### config.mk
export PLATFORM = sky130hd
export DESIGN_NAME = llc_top
export DESIGN_NICKNAME = d
export VERILOG_FILES = /design/src/logic/llc_pkg.sv /design/src/logic/llc_top.sv
export VERILOG_INCLUDE_DIRS = /design/src /design/src/logic
export SDC_FILE = /design/constraint.sdc
export NUM_CORES = 1
export LEC_CHECK = 0
export ABC_AREA = 1
export BUFFER_PORTS_ARGS = -buffer_cell sky130_fd_sc_hd__buf_2
export CORE_MARGIN = 1
export CORE_UTILIZATION = 35
export CTS_BUF_LIST = sky130_fd_sc_hd__clkbuf_16
export CTS_CLUSTER_SIZE = 40
export DETAILED_ROUTE_END_ITERATION = 10
export GPL_ROUTABILITY_DRIVEN = 1
export GPL_TIMING_DRIVEN = 0
export PLACE_DENSITY = 0.55
export REMOVE_ABC_BUFFERS = 1
export SLEW_MARGIN = 10
export SYNTH_ARGS = -nofsm -noshare
export SYNTH_HDL_FRONTEND = slang
export SYNTH_SLANG_ARGS = --single-unit
### constraint.sdc
create_clock -name CLK_SYS_IN -period 4.69 [get_ports CLK_SYS_IN]
set_input_delay 0.7035 -clock CLK_SYS_IN [delete_from_list [all_inputs] [get_ports CLK_SYS_IN]]
set_output_delay 0.7035 -clock CLK_SYS_IN [all_outputs]
set_load 0.005 [all_outputs]
### src/logic/llc_cfg.svh
// register offsets, field positions, fifo limit, timing counts and response codes
// Contract
// - fifo limit flag while pointers within three
// - fifo limit change interrupts when enabled
// - status bit four always reads zero
// - manual loop-up: 00001 over 5 s sets flag
// - manual flag follows code, clears when lost
// - manual loop-down: 001 over 5 s sets flag
// - loop flag changes interrupt both directions
// - entering automatic mode clears flag, seeks loop-up
// - auto: loop-up 5 s sets flag, loopback on
// - auto: flag holds while loopback active
// - auto: loop-down 5 s ends loopback, clears flag
// - status flags are read-only, writes ignored
// - flag changes latch interrupt status bits
// - reading interrupt status clears latched bits
`ifndef LLC_CFG_SVH
`define LLC_CFG_SVH
`define LLC_ADDR_ENABLE     12'h004
`define LLC_ADDR_STATUS     12'h005
`define LLC_ADDR_IRQ_STATUS 12'h006
`define LLC_ADDR_MODE       12'h010
`define LLC_BIT_FIFO_LIMIT  5
`define LLC_BIT_LOOP_CODE   3
`define LLC_BIT_MODE_LOW    0
`define LLC_BIT_MODE_HIGH   1
`define LLC_FIFO_NEAR       6'd3
`define LLC_QUAL_SECONDS    5
`define LLC_LINE_RATE_HZ    2048000
`define LLC_QUAL_BITS       (`LLC_QUAL_SECONDS * `LLC_LINE_RATE_HZ)
`define LLC_RESP_OKAY       2'b00
`define LLC_RESP_SLVERR     2'b10
`endif

### src/logic/llc_pkg.sv
// types for the line loop-code and fifo status block
package llc_pkg;
    typedef enum logic [1:0] {LLC_OFF, LLC_MAN_UP, LLC_MAN_DOWN, LLC_AUTO}
        llc_mode_t;
    typedef enum logic [1:0] {LLC_AUTO_SEEK_UP, LLC_AUTO_LOOPED}
        llc_auto_t;
    typedef struct packed {
        logic [2:0]  line_clk_sync;
        logic [1:0]  line_data_sync;
        logic [4:0]  hist;
        logic [23:0] up_cnt;
        logic [23:0] down_cnt;
        logic        up_seen;
        logic        down_seen;
        llc_auto_t   auto_st;
        logic        loopback;
        logic        loop_flag;
        logic        fifo_flag;
        logic [1:0]  mode_q;
        logic [7:0]  enable;
        logic        lc_latched;
        logic        fl_latched;
        logic        aw_pend;
        logic [11:0] aw_addr;
        logic        w_pend;
        logic [31:0] w_data;
        logic        bvalid;
        logic [1:0]  bresp;
        logic        rvalid;
        logic [31:0] rdata;
        logic [1:0]  rresp;
    } llc_state_t;
endpackage : llc_pkg

### src/logic/llc_top.sv
// line loop-code detection, remote loopback and fifo limit status
//
// The implementer's own choices: the register offsets and the AXI4-Lite register port.
`timescale 1ns/1ps
`default_nettype none
`include "llc_cfg.svh"

// two-flop synchroniser for words from another clock domain
module llc_sync2
    import llc_pkg::*;
#(
    parameter int WIDTH = 1
)(
    input  wire logic             clk_in,
    input  wire logic             rst_in,
    input  wire logic [WIDTH-1:0] d_in,
    output logic      [WIDTH-1:0] q_out
);

    typedef struct packed {
        logic [WIDTH-1:0] meta;
        logic [WIDTH-1:0] held;
    } llc_sync_t;

    llc_sync_t s_q;
    llc_sync_t s_d;

    // only the second stage is read, the first may still be settling
    assign q_out = s_q.held;

    always_comb
    begin
        s_d      = s_q;
        s_d.meta = d_in;
        s_d.held = s_q.meta;
    end

    always_ff @(posedge clk_in or posedge rst_in)
    begin
        if (rst_in)
            s_q <= '0;
        else
            s_q <= s_d;
    end

endmodule : llc_sync2

module llc_top
    import llc_pkg::*;
#(
    parameter int QUAL_BITS = `LLC_QUAL_BITS
)(
    input  wire logic        CLK_SYS_IN,
    input  wire logic        SYS_RST_IN,
    input  wire logic        LINE_CLK_IN,
    input  wire logic        LINE_DATA_IN,
    input  wire logic [5:0]  FIFO_WR_PTR_IN,
    input  wire logic [5:0]  FIFO_RD_PTR_IN,
    output logic             REMOTE_LOOPBACK_OUT,
    output logic             IRQ_OUT,
    input  wire logic [11:0] AWADDR_IN,
    input  wire logic        AWVALID_IN,
    output logic             AWREADY_OUT,
    input  wire logic [31:0] WDATA_IN,
    input  wire logic [3:0]  WSTRB_IN,
    input  wire logic        WVALID_IN,
    output logic             WREADY_OUT,
    output logic [1:0]       BRESP_OUT,
    output logic             BVALID_OUT,
    input  wire logic        BREADY_IN,
    input  wire logic [11:0] ARADDR_IN,
    input  wire logic        ARVALID_IN,
    output logic             ARREADY_OUT,
    output logic [31:0]      RDATA_OUT,
    output logic [1:0]       RRESP_OUT,
    output logic             RVALID_OUT,
    input  wire logic        RREADY_IN
);

    llc_state_t s_q;
    llc_state_t s_d;

    logic       line_edge;
    logic       up_match;
    logic       down_match;
    logic       wr_fire;
    logic       rd_fire;
    logic [5:0] ptr_gap;
    logic [5:0] ptr_gap_abs;
    logic       fifo_near;
    logic       new_loop_flag;
    llc_mode_t  mode;
    logic [7:0] status_byte;
    logic [7:0] irq_byte;
    logic [23:0] qual_cnt;
    logic [5:0]  wr_ptr_sync;
    logic [5:0]  rd_ptr_sync;
    logic [11:0] wr_addr;
    logic [31:0] wr_data;
    logic        wr_strobe_low;
    logic        wr_hit_enable;
    logic        wr_hit_mode;
    logic        wr_hit_status;
    logic        rd_hit_enable;
    logic        rd_hit_status;
    logic        rd_hit_irq;
    logic        rd_hit_mode;

    assign qual_cnt = 24'(QUAL_BITS);
    assign mode = llc_mode_t'(s_q.mode_q);
    assign line_edge = s_q.line_clk_sync[1] & ~s_q.line_clk_sync[2];

    // a code counts only while each new bit repeats the bit one period back
    assign up_match = (s_q.hist[4] == s_q.line_data_sync[1]) &&
                      ($countones(s_q.hist) == 1);
    assign down_match = (s_q.hist[2] == s_q.line_data_sync[1]) &&
                        (s_q.hist[2:0] != 3'h0) && (s_q.hist[2:0] != 3'h7) &&
                        ($countones(s_q.hist[2:0]) == 1);

    // a torn pointer word settles two cycles later; the flag may blink
    // once if both pointers move in the cycle they are sampled
    llc_sync2 #(
        .WIDTH (6)
    ) llc_sync2_wr_inst (
        .clk_in (CLK_SYS_IN),
        .rst_in (SYS_RST_IN),
        .d_in   (FIFO_WR_PTR_IN),
        .q_out  (wr_ptr_sync)
    );

    llc_sync2 #(
        .WIDTH (6)
    ) llc_sync2_rd_inst (
        .clk_in (CLK_SYS_IN),
        .rst_in (SYS_RST_IN),
        .d_in   (FIFO_RD_PTR_IN),
        .q_out  (rd_ptr_sync)
    );

    // the gap is taken modulo the fifo depth, either way round
    assign ptr_gap = wr_ptr_sync - rd_ptr_sync;
    assign ptr_gap_abs = ptr_gap[5] ? 6'(-ptr_gap) : ptr_gap;
    assign fifo_near = (ptr_gap_abs <= `LLC_FIFO_NEAR);

    assign status_byte = {2'b00, s_q.fifo_flag, 1'b0,
                          s_q.loop_flag, 3'b000};
    assign irq_byte = {2'b00, s_q.fl_latched, 1'b0, s_q.lc_latched, 3'b000};

    // address and data may arrive in either order; the earlier is buffered
    assign wr_addr = s_q.aw_pend ? s_q.aw_addr : AWADDR_IN;
    assign wr_data = s_q.w_pend ? s_q.w_data : WDATA_IN;
    // buffered data is kept whole, so its low lane counts as enabled
    assign wr_strobe_low = s_q.w_pend | WSTRB_IN[0];
    assign wr_hit_enable = (wr_addr[11:2] == 10'(`LLC_ADDR_ENABLE));
    assign wr_hit_mode = (wr_addr[11:2] == 10'(`LLC_ADDR_MODE));
    assign wr_hit_status = (wr_addr[11:2] == 10'(`LLC_ADDR_STATUS)) |
                           (wr_addr[11:2] == 10'(`LLC_ADDR_IRQ_STATUS));
    assign rd_hit_enable = (ARADDR_IN[11:2] == 10'(`LLC_ADDR_ENABLE));
    assign rd_hit_status = (ARADDR_IN[11:2] == 10'(`LLC_ADDR_STATUS));
    assign rd_hit_irq = (ARADDR_IN[11:2] == 10'(`LLC_ADDR_IRQ_STATUS));
    assign rd_hit_mode = (ARADDR_IN[11:2] == 10'(`LLC_ADDR_MODE));

    // ready drops while an answer waits, so one of each is under way
    assign AWREADY_OUT = ~s_q.aw_pend & ~s_q.bvalid;
    assign WREADY_OUT = ~s_q.w_pend & ~s_q.bvalid;
    assign ARREADY_OUT = ~s_q.rvalid;
    assign wr_fire = (s_q.aw_pend | AWVALID_IN) & (s_q.w_pend | WVALID_IN)
                     & ~s_q.bvalid;
    assign rd_fire = ARVALID_IN & ~s_q.rvalid;

    assign BVALID_OUT = s_q.bvalid;
    assign BRESP_OUT = s_q.bresp;
    assign RVALID_OUT = s_q.rvalid;
    assign RDATA_OUT = s_q.rdata;
    assign RRESP_OUT = s_q.rresp;
    assign REMOTE_LOOPBACK_OUT = s_q.loopback;
    assign IRQ_OUT = (s_q.lc_latched | s_q.fl_latched);

    always_comb
    begin
        s_d = s_q;
        new_loop_flag = s_q.loop_flag;

        s_d.line_clk_sync = {s_q.line_clk_sync[1:0], LINE_CLK_IN};
        s_d.line_data_sync = {s_q.line_data_sync[0], LINE_DATA_IN};
        s_d.fifo_flag = fifo_near;

        if (line_edge)
        begin
            s_d.hist = {s_q.hist[3:0], s_q.line_data_sync[1]};
            if (up_match)
            begin
                if (s_q.up_cnt < qual_cnt)
                    s_d.up_cnt = s_q.up_cnt + 24'h000001;
            end
            else
                s_d.up_cnt = 24'h000000;
            if (down_match)
            begin
                if (s_q.down_cnt < qual_cnt)
                    s_d.down_cnt = s_q.down_cnt + 24'h000001;
            end
            else
                s_d.down_cnt = 24'h000000;
        end
        s_d.up_seen = (s_q.up_cnt >= qual_cnt);
        s_d.down_seen = (s_q.down_cnt >= qual_cnt);

        case (mode)
            LLC_MAN_UP:
            begin
                new_loop_flag = s_q.up_seen;
                s_d.loopback = 1'b0;
            end
            LLC_MAN_DOWN:
            begin
                new_loop_flag = s_q.down_seen;
                s_d.loopback = 1'b0;
            end
            LLC_AUTO:
            begin
                case (s_q.auto_st)
                    LLC_AUTO_SEEK_UP:
                    begin
                        if (s_q.up_seen)
                        begin
                            new_loop_flag = 1'b1;
                            s_d.loopback = 1'b1;
                            s_d.auto_st = LLC_AUTO_LOOPED;
                        end
                    end
                    LLC_AUTO_LOOPED:
                    begin
                        new_loop_flag = 1'b1;
                        if (s_q.down_seen)
                        begin
                            new_loop_flag = 1'b0;
                            s_d.loopback = 1'b0;
                            s_d.auto_st = LLC_AUTO_SEEK_UP;
                        end
                    end
                    default:
                        s_d.auto_st = LLC_AUTO_SEEK_UP;
                endcase
            end
            default:
            begin
                new_loop_flag = 1'b0;
                s_d.loopback = 1'b0;
            end
        endcase

        s_d.aw_pend = s_q.aw_pend | (AWVALID_IN & AWREADY_OUT);
        if (AWVALID_IN & AWREADY_OUT)
            s_d.aw_addr = AWADDR_IN;
        s_d.w_pend = s_q.w_pend | (WVALID_IN & WREADY_OUT);
        if (WVALID_IN & WREADY_OUT)
            s_d.w_data = WDATA_IN;
        if (s_q.bvalid & BREADY_IN)
            s_d.bvalid = 1'b0;
        if (wr_fire)
        begin
            s_d.aw_pend = 1'b0;
            s_d.w_pend = 1'b0;
            s_d.bvalid = 1'b1;
            s_d.bresp = `LLC_RESP_OKAY;
            if (wr_hit_enable)
            begin
                if (wr_strobe_low)
                    s_d.enable = wr_data[7:0];
            end
            else if (wr_hit_mode)
                s_d.mode_q = wr_data[1:0];
            else if (wr_hit_status)
                s_d.bresp = `LLC_RESP_OKAY;
            else
                s_d.bresp = `LLC_RESP_SLVERR;
        end

        // entering automatic mode restarts the search for loop-up
        if (mode != LLC_AUTO && llc_mode_t'(s_d.mode_q) == LLC_AUTO)
        begin
            s_d.auto_st = LLC_AUTO_SEEK_UP;
            s_d.loopback = 1'b0;
            new_loop_flag = 1'b0;
        end
        s_d.loop_flag = new_loop_flag;

        if (s_q.rvalid & RREADY_IN)
            s_d.rvalid = 1'b0;
        if (rd_fire)
        begin
            s_d.rvalid = 1'b1;
            s_d.rresp = `LLC_RESP_OKAY;
            s_d.rdata = 32'h00000000;
            // reading the interrupt status hands it over and clears it
            if (rd_hit_enable)
                s_d.rdata = {24'h000000, s_q.enable};
            else if (rd_hit_status)
                s_d.rdata = {24'h000000, status_byte};
            else if (rd_hit_irq)
            begin
                s_d.rdata = {24'h000000, irq_byte};
                s_d.lc_latched = 1'b0;
                s_d.fl_latched = 1'b0;
            end
            else if (rd_hit_mode)
                s_d.rdata = {30'h00000000, s_q.mode_q};
            else
                s_d.rresp = `LLC_RESP_SLVERR;
        end

        // a change in the same cycle as the clearing read still latches
        if ((new_loop_flag != s_q.loop_flag) &&
            s_q.enable[`LLC_BIT_LOOP_CODE])
            s_d.lc_latched = 1'b1;
        if ((fifo_near != s_q.fifo_flag) &&
            s_q.enable[`LLC_BIT_FIFO_LIMIT])
            s_d.fl_latched = 1'b1;
    end

    always_ff @(posedge CLK_SYS_IN or posedge SYS_RST_IN)
    begin
        if (SYS_RST_IN)
            s_q <= '0;
        else
        begin
            s_q <= s_d;
        end
    end

endmodule : llc_top
`default_nettype wire

# After elaboration in Yosys (flattened, before gate mapping)
# Index checks and enable logic that the tools add are counted.
# Widths: inputs -> output; s select.
# totals
regBits,161
latchBits,0
ram_bits,0
rom_bits,0
input_bits,81
output_inout_bits,43
word_cells,166
n_memories,0
# op_classes
add_sub_neg,9
multipliers,0
n_div,0
magnitude_cmp,5
n_eq_ne,32
n_shift,0
muxes,47
bitwise,22
reduce_logical,23
# ops
op,n
$mux 24,4
$eq 10x3->1 const B,6
$add 24x1->24 const B,2
$ge 24x24->1 const B,2
$lt 24x24->1 const B,2
$mux 35,1
$add 32x1->32,1
$add 32x2->32,1
$eq 32x2->1 const B,1
$mux 32,1
$mux 2,15
$mux 8,3
$eq 10x5->1 const B,2
$mux 6,3
$reduce_bool 2->1,7
$mux 12,1
$mux 3,4
$ne 2x1->1 const B,6
$and 1x1->1,10
$mux 1,10
$mux 10,1
$ne 3x3->1 const B,3
$reduce_and 3->1,3
$ne 4x4->1 const B,2
22 further kinds,47

# Logic depth before layout (Yosys ltp)
# Gate-level depths: netlist of run 1.
# depth
depth_word,12
mapped_depth,17
mapped_depth_nobuf,16

# Cells and area by module
# From an unflattened synthesis of run 1, not the netlist that was laid out.
# hier_totals
cells_unflattened,839
area_unflattened_um2,6934.2
# by_module_without_submodules
module,instances,cells_each,area_per_inst_um2,seq_area_each_um2
llc_top,1,813,6326.1,2702.6
llc_sync2,2,13,304.0,300.3

# Worst setup path after synthesis of run 1
# OpenSTA, ideal clock, no wires.
# synth_path
path_type,flip-flop to flip-flop
from,register s_q[151] in the netlist's numbering
to,register s_q[150] in the netlist's numbering
setup_time_ns,0.118
arrival_ns,2.721
required_ns,4.572
path_slack_ns,1.851
stages_incl_launch_ff,16
cell_sequence,dfrtp_1 -> inv_1 -> ha_1 -> inv_1 -> fa_1 -> inv_1 -> ha_1 -> inv_1 -> fa_1 -> nand4_2 -> inv_2 -> a21oi_4 -> inv_4 -> buf_6 -> nand2_1 -> o21ai_2
# synth_between
elab_chain_cells,7
word_cells_on_any_way,8
cone_classes,add/sub (3); eq/ne (2); mux (1); reduce/logical (2)
# synth_rtl
element,line_no,text
"start, declared",llc_top.sv:80,llc_state_t s_q;
"start signal, assigned",llc_top.sv:325,s_q <= '0;
"start signal, assigned",llc_top.sv:328,s_q <= s_d;
$add 1x1->2 (implied by the code) *,llc_top.sv:115,($countones(s_q.hist) == 1);
$add 32x2->32 (implied by the code) *,llc_top.sv:115,
$add 32x1->32 (implied by the code) *,llc_top.sv:115,
$eq 32x2->1 *,llc_top.sv:115,
$logic_and 1x1->1 *,llc_top.sv:114,assign up_match = (s_q.hist[4] == s_q.line_data_sync[1]) &&
$ne 2x1->1 (no line),n/a,
$reduce_and 2->1 (no line),n/a,
# Every way passes the cells marked *; elsewhere a longest branch is shown, timed or not.
# A chain may end at the register's enable or synchronous reset.

# Final worst setup path of run 1
# layout_path
from,register s_q[151] in the netlist's numbering
to,register s_q[134] in the netlist's numbering
# Same word-level chain as after synthesis.

==> flow_summary.ini, run 1 <==
[status]
status = finished clean

[floorplan]
core_area_um2 = 20600
die_w_um = 148
die_y_um = 148
dieArea_um2 = 21800
pin_count = 124
start_util_pct = 36.2
num_rows = 52

[layout]
layout_common_cells = nand2_1, dfrtp_1, inv_1, nor2_1, nand3_1
n_antenna_cell = 0
syn_to_final_growth_pct = 14.0
layout-drive-gt1-share_pct = 15.5
final_common_cell = nand2_1
fin_util_pct = 41.2
fin_cells = 1275
nets = 1092

[synthesis]
ys_types = 46
synth_compound_area_share_pct = 7.23
synthAdderAreaFrac_pct = 3.60
synthSimpleGateAreaFrac_pct = 28.0
ys_seq_elements = 132
synth_mux_area_share_pct = 2.47
synthesis.area_um2 = 7440
synth_area_leaders = dfrtp_1, nand2_1, inv_1
postSynthCellCount = 934
yosys.area.top_type = dfrtp_1
synth_top_area_share_pct = 44.4
synth.avg_cell_area_um2 = 7.96
synth_xor_xnor_area_share_pct = 2.83
ys_seq_area_share_pct = 44.4
synth_edf_count = 0
synth_top_family_by_area = simple AND/OR/NAND/NOR gates
yosys_warnings = 0
ys.flop_type = dfrtp_1
async_flop_share_pct = 100

[setup_path]
crit_type = reg -> reg
crit_family = adder cells
crit_path_end_kind = register
path_buf_inv = 6
worst_path_max_delay_cell = a21oi_4
critPathMaxFanout = 26
start_kind = register
crit_path_start = s_q[151]$_DFFE_PP0P_
r2r_start = s_q[151]$_DFFE_PP0P_
worstPathCellList = inv_1, ha_1, inv_1, fa_1, inv_1, ha_1, inv_1, fa_1, nand4_2, inv_2, a21oi_4, inv_4, nand2_1, o21ai_2
arrival_ns = 3.92
slowest_delay_ns = 0.56
crit_required_ns = 4.99
critPathMostFrequentCell = inv_1

[cts]
h-tree-depth = 4
postCtsSetupBuffers = 0
postCtsHoldBufs = 0
cts_resized = 0
clockRootBuffer = clkbuf_16
cts_tree = yes
clock_latency_ns = 0.42
cts_sinks = 132
cts_buffers = 17
path_clk_slew_ns = 0.06
cts_buffer_depth = 2

[sta]
finalClockSkew_ns = 0.00797
drv_slew = 0
min_period_over_period_pct = 77.1
rsz0062_at_grt = false
maxSlewHeadroom_pct = 54.7
setup-violations-final = 0
worst_slew_pin_slew_ns = 0.680
finalHoldViolations = 0
period_needed_ns = 3.62
max_freq_mhz = 276
worst_slack_ns = 1.07

[drt]
antenna_left = 0
wl_met1_um = 7600
route.detailed.drc = 0
vias = 5894
met3_length_um = 523
drt_wl_total_um = 15600
wire_per_inst_um = 12.2
drtIter0Drc = 329
via_per_inst = 4.62
top_layer_used = met4
first_pass_iters = 5
met2_length_um = 7360

[power_and_ir_drop]
peakVddDrop_mv = 0.215
powerDensity_nw_per_um2 = 399
power_uw = 3390
p_leak_uw = 0.00409

[placed_design]
pre_cts_ws_ns = 1.02
dp_cells = 1243
port_buffers = 66
gp_congestion = 0.839
hpwl_um = 11300

[global_routing]
grt.total_usage_pct = 15.2
grt_max_degree = 71
grt.overflow.total = 0
grt_pass1_wl_um = 26600
grt_pass1_vias = 5586
antenna_found_initial = 0

[worst_hold_path]
hold_start = llc_sync2_wr_inst.s_d[0]$_DFF_PP0_
hp-class = reg -> reg

[job]
maxCapViolCount = 0
==> where the power goes <==
part	total [µW]	switching, µW	internal (µW)
clock	1410	561	853
combinational	596	371	226
sequential	1380	105	1270
total	3390	1040	2350
==> layout make-up <==
class | instances | area (µm²)
Fill cell | 2091 | 12100
Multi-Input combinational cell | 651 | 3380
Sequential cell | 132 | 3300
Inverter | 122 | 465
Clock buffer | 17 | 425
Timing Repair Buffer | 68 | 369
Tap cell | 270 | 338
Clock inverter | 15 | 194
==> flip-flops by register name, indices dropped and copies added (netlist names), 2 cells and up <==
register                 cells
s_q                         88
RDATA_OUT                    8
llc_sync2_rd_inst.q_out      6
llc_sync2_rd_inst.s_d        6
llc_sync2_wr_inst.q_out      6
llc_sync2_wr_inst.s_d        6
s_d                          3
irq_byte                     2
mode                         2
==> synthesized netlist by cell type (all sizes together), types with 11 or more instances <==
cell and n:
nand4 25, nor2 88, mux2 11, nor3 20
buf 51, nand3 71, dfrtp 132, or2 11
xor2 14, inv 121, ha 15, o21ai 63
a21oi 16, nand2 252
==> per-stage QoR <==
step	area [µm²]	hold slack (ns)	TNS [ns]
2_1_floorplan	7140	0.331	0
3_3_place_gp	7810	0.332	-171.07
3_5_place_dp	7860	0.335	0
4_1_cts	8480	0.349	0
5_1_grt	8480	0.356	0
6_report	8480	0.347	0
==> final timing paths <==
check	endpoint	cells after the start	slack [ns]
min	llc_sync2_wr_inst.q_out[0]$_DFF_PP0_	0	0.35
min reg2reg	llc_sync2_wr_inst.q_out[0]$_DFF_PP0_	0	0.35
max in group asynchronous	RDATA_OUT[5]$_DFFE_PP0P_	3	3.58
max reg2reg	s_q[134]$_DFFE_PP0P_	14	1.07
max	s_q[134]$_DFFE_PP0P_	14	1.07
min in group asynchronous	s_q[153]$_DFFE_PP0P_	2	0.36
==> cells by family after synthesis <==
family | Yosys count
fa+ha+maj | 19
other cells | 1
compound gates | 90
buf+inv | 176
mux | 17
simple gates | 475
flops | 132
xor+xnor | 24
==> layer usage <==
metal | track usage, % | vias to the layer above
met3 | 3.15 | 5
met5 | 0 | -
met1 | 19.8 | 2759
li1 | - | 3039
met2 | 25.2 | 91
met4 | 4.48 | 0
Power figures use the tool's default switching activity.
==> run 2: changes to the inputs <==
- ABC_AREA: 1 -> 0
- PLACE_DENSITY: 0.55 -> 0.56
- clock period: 4.69 -> 3.65 ns (I/O delays scaled with it)
==> flow_summary.ini, run 2 <==
[status]
status = finished clean

[floorplan]
die_w_um = 138
die_y_um = 138
num_rows = 49
core_area_um2 = 18000
start_util_pct = 35.9
dieArea_um2 = 19000
pin_count = 124

[setup_path]
path_buf_inv = 4
r2r-end = s_q[141]$_DFFE_PP0P_
slowest_delay_ns = 0.70
crit_path_start = s_q[152]$_DFFE_PP0P_
worstPathCellList = inv_1, ha_1, inv_1, fa_1, inv_1, ha_1, inv_1, fa_1, nand3_1, nor2_2, a311oi_1, nand3_1, xnor2_1, nor2_1
crit_family = adder cells
r2r_start = s_q[152]$_DFFE_PP0P_
crit_path_end_kind = register
worst_path_max_delay_cell = a311oi_1
rrSetupSlack_ns = 0.22
arrival_ns = 3.70
start_kind = register
critPathMaxFanout = 6
r2r_cells = 14
crit_required_ns = 3.93
critPathMostFrequentCell = inv_1
crit_type = reg -> reg

[sta]
maxSlewHeadroom_pct = 31.6
finalClockSkew_ns = 0.00870
period_needed_ns = 3.43
finalHoldViolations = 0
finalSetupTns_ns = 0
max_freq_mhz = 292
setup-violations-final = 0
drv_slew = 0
min_period_over_period_pct = 93.9
rsz0062_at_grt = true
worst_slew_pin_slew_ns = 1.03

[cts]
path_clk_slew_ns = 0.06
cts_tree = yes
cts_buffer_depth = 2
clock_latency_ns = 0.41
cts_buffers = 17
h-tree-depth = 4
cts_sinks = 132
clockRootBuffer = clkbuf_16

[synthesis]
synth_top_area_share_pct = 51.1
yosysMostFrequentCell = dfrtp_1
synthAdderAreaFrac_pct = 4.14
synth.avg_cell_area_um2 = 10.8
synth_mux_area_share_pct = 6.40
async_flop_share_pct = 100
postSynthCellCount = 597
synth_edf_count = 0
ys_types = 59
synthesis.area_um2 = 6470
ys.flop_type = dfrtp_1
synth_compound_area_share_pct = 9.69
yosys.area.top_type = dfrtp_1
yosys_warnings = 0
ys_seq_elements = 132
ys_seq_area_share_pct = 51.1
synth_area_leaders = dfrtp_1, mux2_2, xor2_1
synthSimpleGateAreaFrac_pct = 15.6
synth_xor_xnor_area_share_pct = 6.23
netlist_top_cells_count = dfrtp_1, nor2_1, xor2_1
synth_top_family_by_area = simple AND/OR/NAND/NOR gates

[worst_hold_path]
hp-class = in -> async

[global_routing]
grt.total_usage_pct = 13.5
grt_max_degree = 74
grt_pass1_wl_um = 19900
grt.overflow.total = 0
grt_pass1_vias = 4232
antenna_found_initial = 0

[placed_design]
hpwl_um = 8300
postPlaceCellArea_um2 = 6900
port_buffers = 66
gp_congestion = 0.771

[layout]
ff_latch_area_um2 = 3300
fillCellCount = 1707
syn_to_final_growth_pct = 15.2
layout_common_cells = dfrtp_1, buf_2, nor2_1, xor2_1, nand2_1
nets = 757
layout-drive-gt1-share_pct = 21.9
largest_reg_flops = 88
final_area_um2 = 7450
multiInputGateArea_um2 = 2830
regMostFlops = s_q
n_antenna_cell = 0
final_common_cell = dfrtp_1

[drt]
vias = 4352
drtIter0Drc = 202
route.detailed.drc = 0
via_per_inst = 4.84
first_pass_iters = 4
wire_per_inst_um = 13.2
drt_wl_total_um = 11800
antenna_left = 0

[power_and_ir_drop]
powerDensity_nw_per_um2 = 543
p_leak_uw = 0.00346
power_uw = 4040
peakVddDrop_mv = 0.382

[job]
maxCapViolCount = 0
[run 2: cell count changes after synthesis, moves of 12 or more]
cell     previous run  this run
nand2_1           249        37
inv_1             116        29
nand3_1            70        24
mux2_2             11        35
xor2_1             14        38
o21ai_0            45        25
nor2_1             78        66
nor3_1             19         7
[run 2: routing by layer]
layer  global-route usage, %  vias to the layer above  part of all wire (%)
met2                    22.1                       87                    49
met3                    4.02                        9                   4.4
li1                        -                     2131                     -
met4                    4.59                        0                  0.84
met5                       0                        -                     0
met1                    16.8                     2125                    46
[run 2: repair_timing]
action | 4_1_cts | 5_1_grt
hold buffers | 0 | 0
gates resized for setup | 0 | 1
buffers inserted | 0 | 0
setup endpoints to repair | 0 | 14
[run 2: kinds of logic after synthesis]
group                      Yosys count
and+or+nand+nor                    200
DFF                                132
AOI/OAI and AO/OA                   81
buffers and inverters               81
xor gates and xnor gates            46
muxes                               37
adders and majority gates           19
other                                1
[run 2: how the worst max path moves through the flow]
stage,endpoint,slack (ns),depth (start not counted)
2_1_floorplan,BRESP_OUT[1]$_DFFE_PP0P_,-0.42,1
3_3_place_gp,s_d[159]$_DFF_PP0_,-1.86,2
3_5_place_dp,s_q[133]$_DFFE_PP0P_,0.18,15
4_1_cts,s_q[133]$_DFFE_PP0P_,0.14,15
5_1_grt,s_q[144]$_DFFE_PP0P_,-0.05,14
6_report,s_q[141]$_DFFE_PP0P_,0.22,14
[run 2: power breakdown]
part           internal [µW]  switching [µW]
Clock                    925             622
Combinational            332             366
Sequential              1650             155
Total                   2900            1140
[run 2: worst register-to-register path, stage by stage, from the launching register on]
cell	delay, ns
dfrtp_1	0.36
inv_1	0.09
ha_1	0.32
inv_1	0.06
fa_1	0.48
inv_1	0.04
ha_1	0.16
inv_1	0.06
fa_1	0.41
nand3_1	0.12
nor2_2	0.09
a311oi_1	0.70
nand3_1	0.19
xnor2_1	0.17
nor2_1	0.05
[run 2: final cells by class]
type,instances,share of cell area (%)
Inverter,29,1.53
Multi-Input combinational cell,409,37.9
Clock inverter,15,1.60
Clock buffer,17,5.71
Tap cell,229,3.85
Timing Repair Buffer,68,5.01
Sequential cell,132,44.4
[run 2: per-stage QoR]
stage | instances | setup WS, ns | util (%) | hold WS, ns
after global placement | 865 | -1.86 | 38.0 | 0.333
after global routing | 899 | -0.0461 | 41.3 | 0.211
after detailed placement | 867 | 0.185 | 38.3 | 0.335
after CTS | 899 | 0.143 | 41.3 | 0.217
after floorplan | 570 | -0.424 | - | 0.331
final | 899 | 0.223 | 41.3 | 0.196
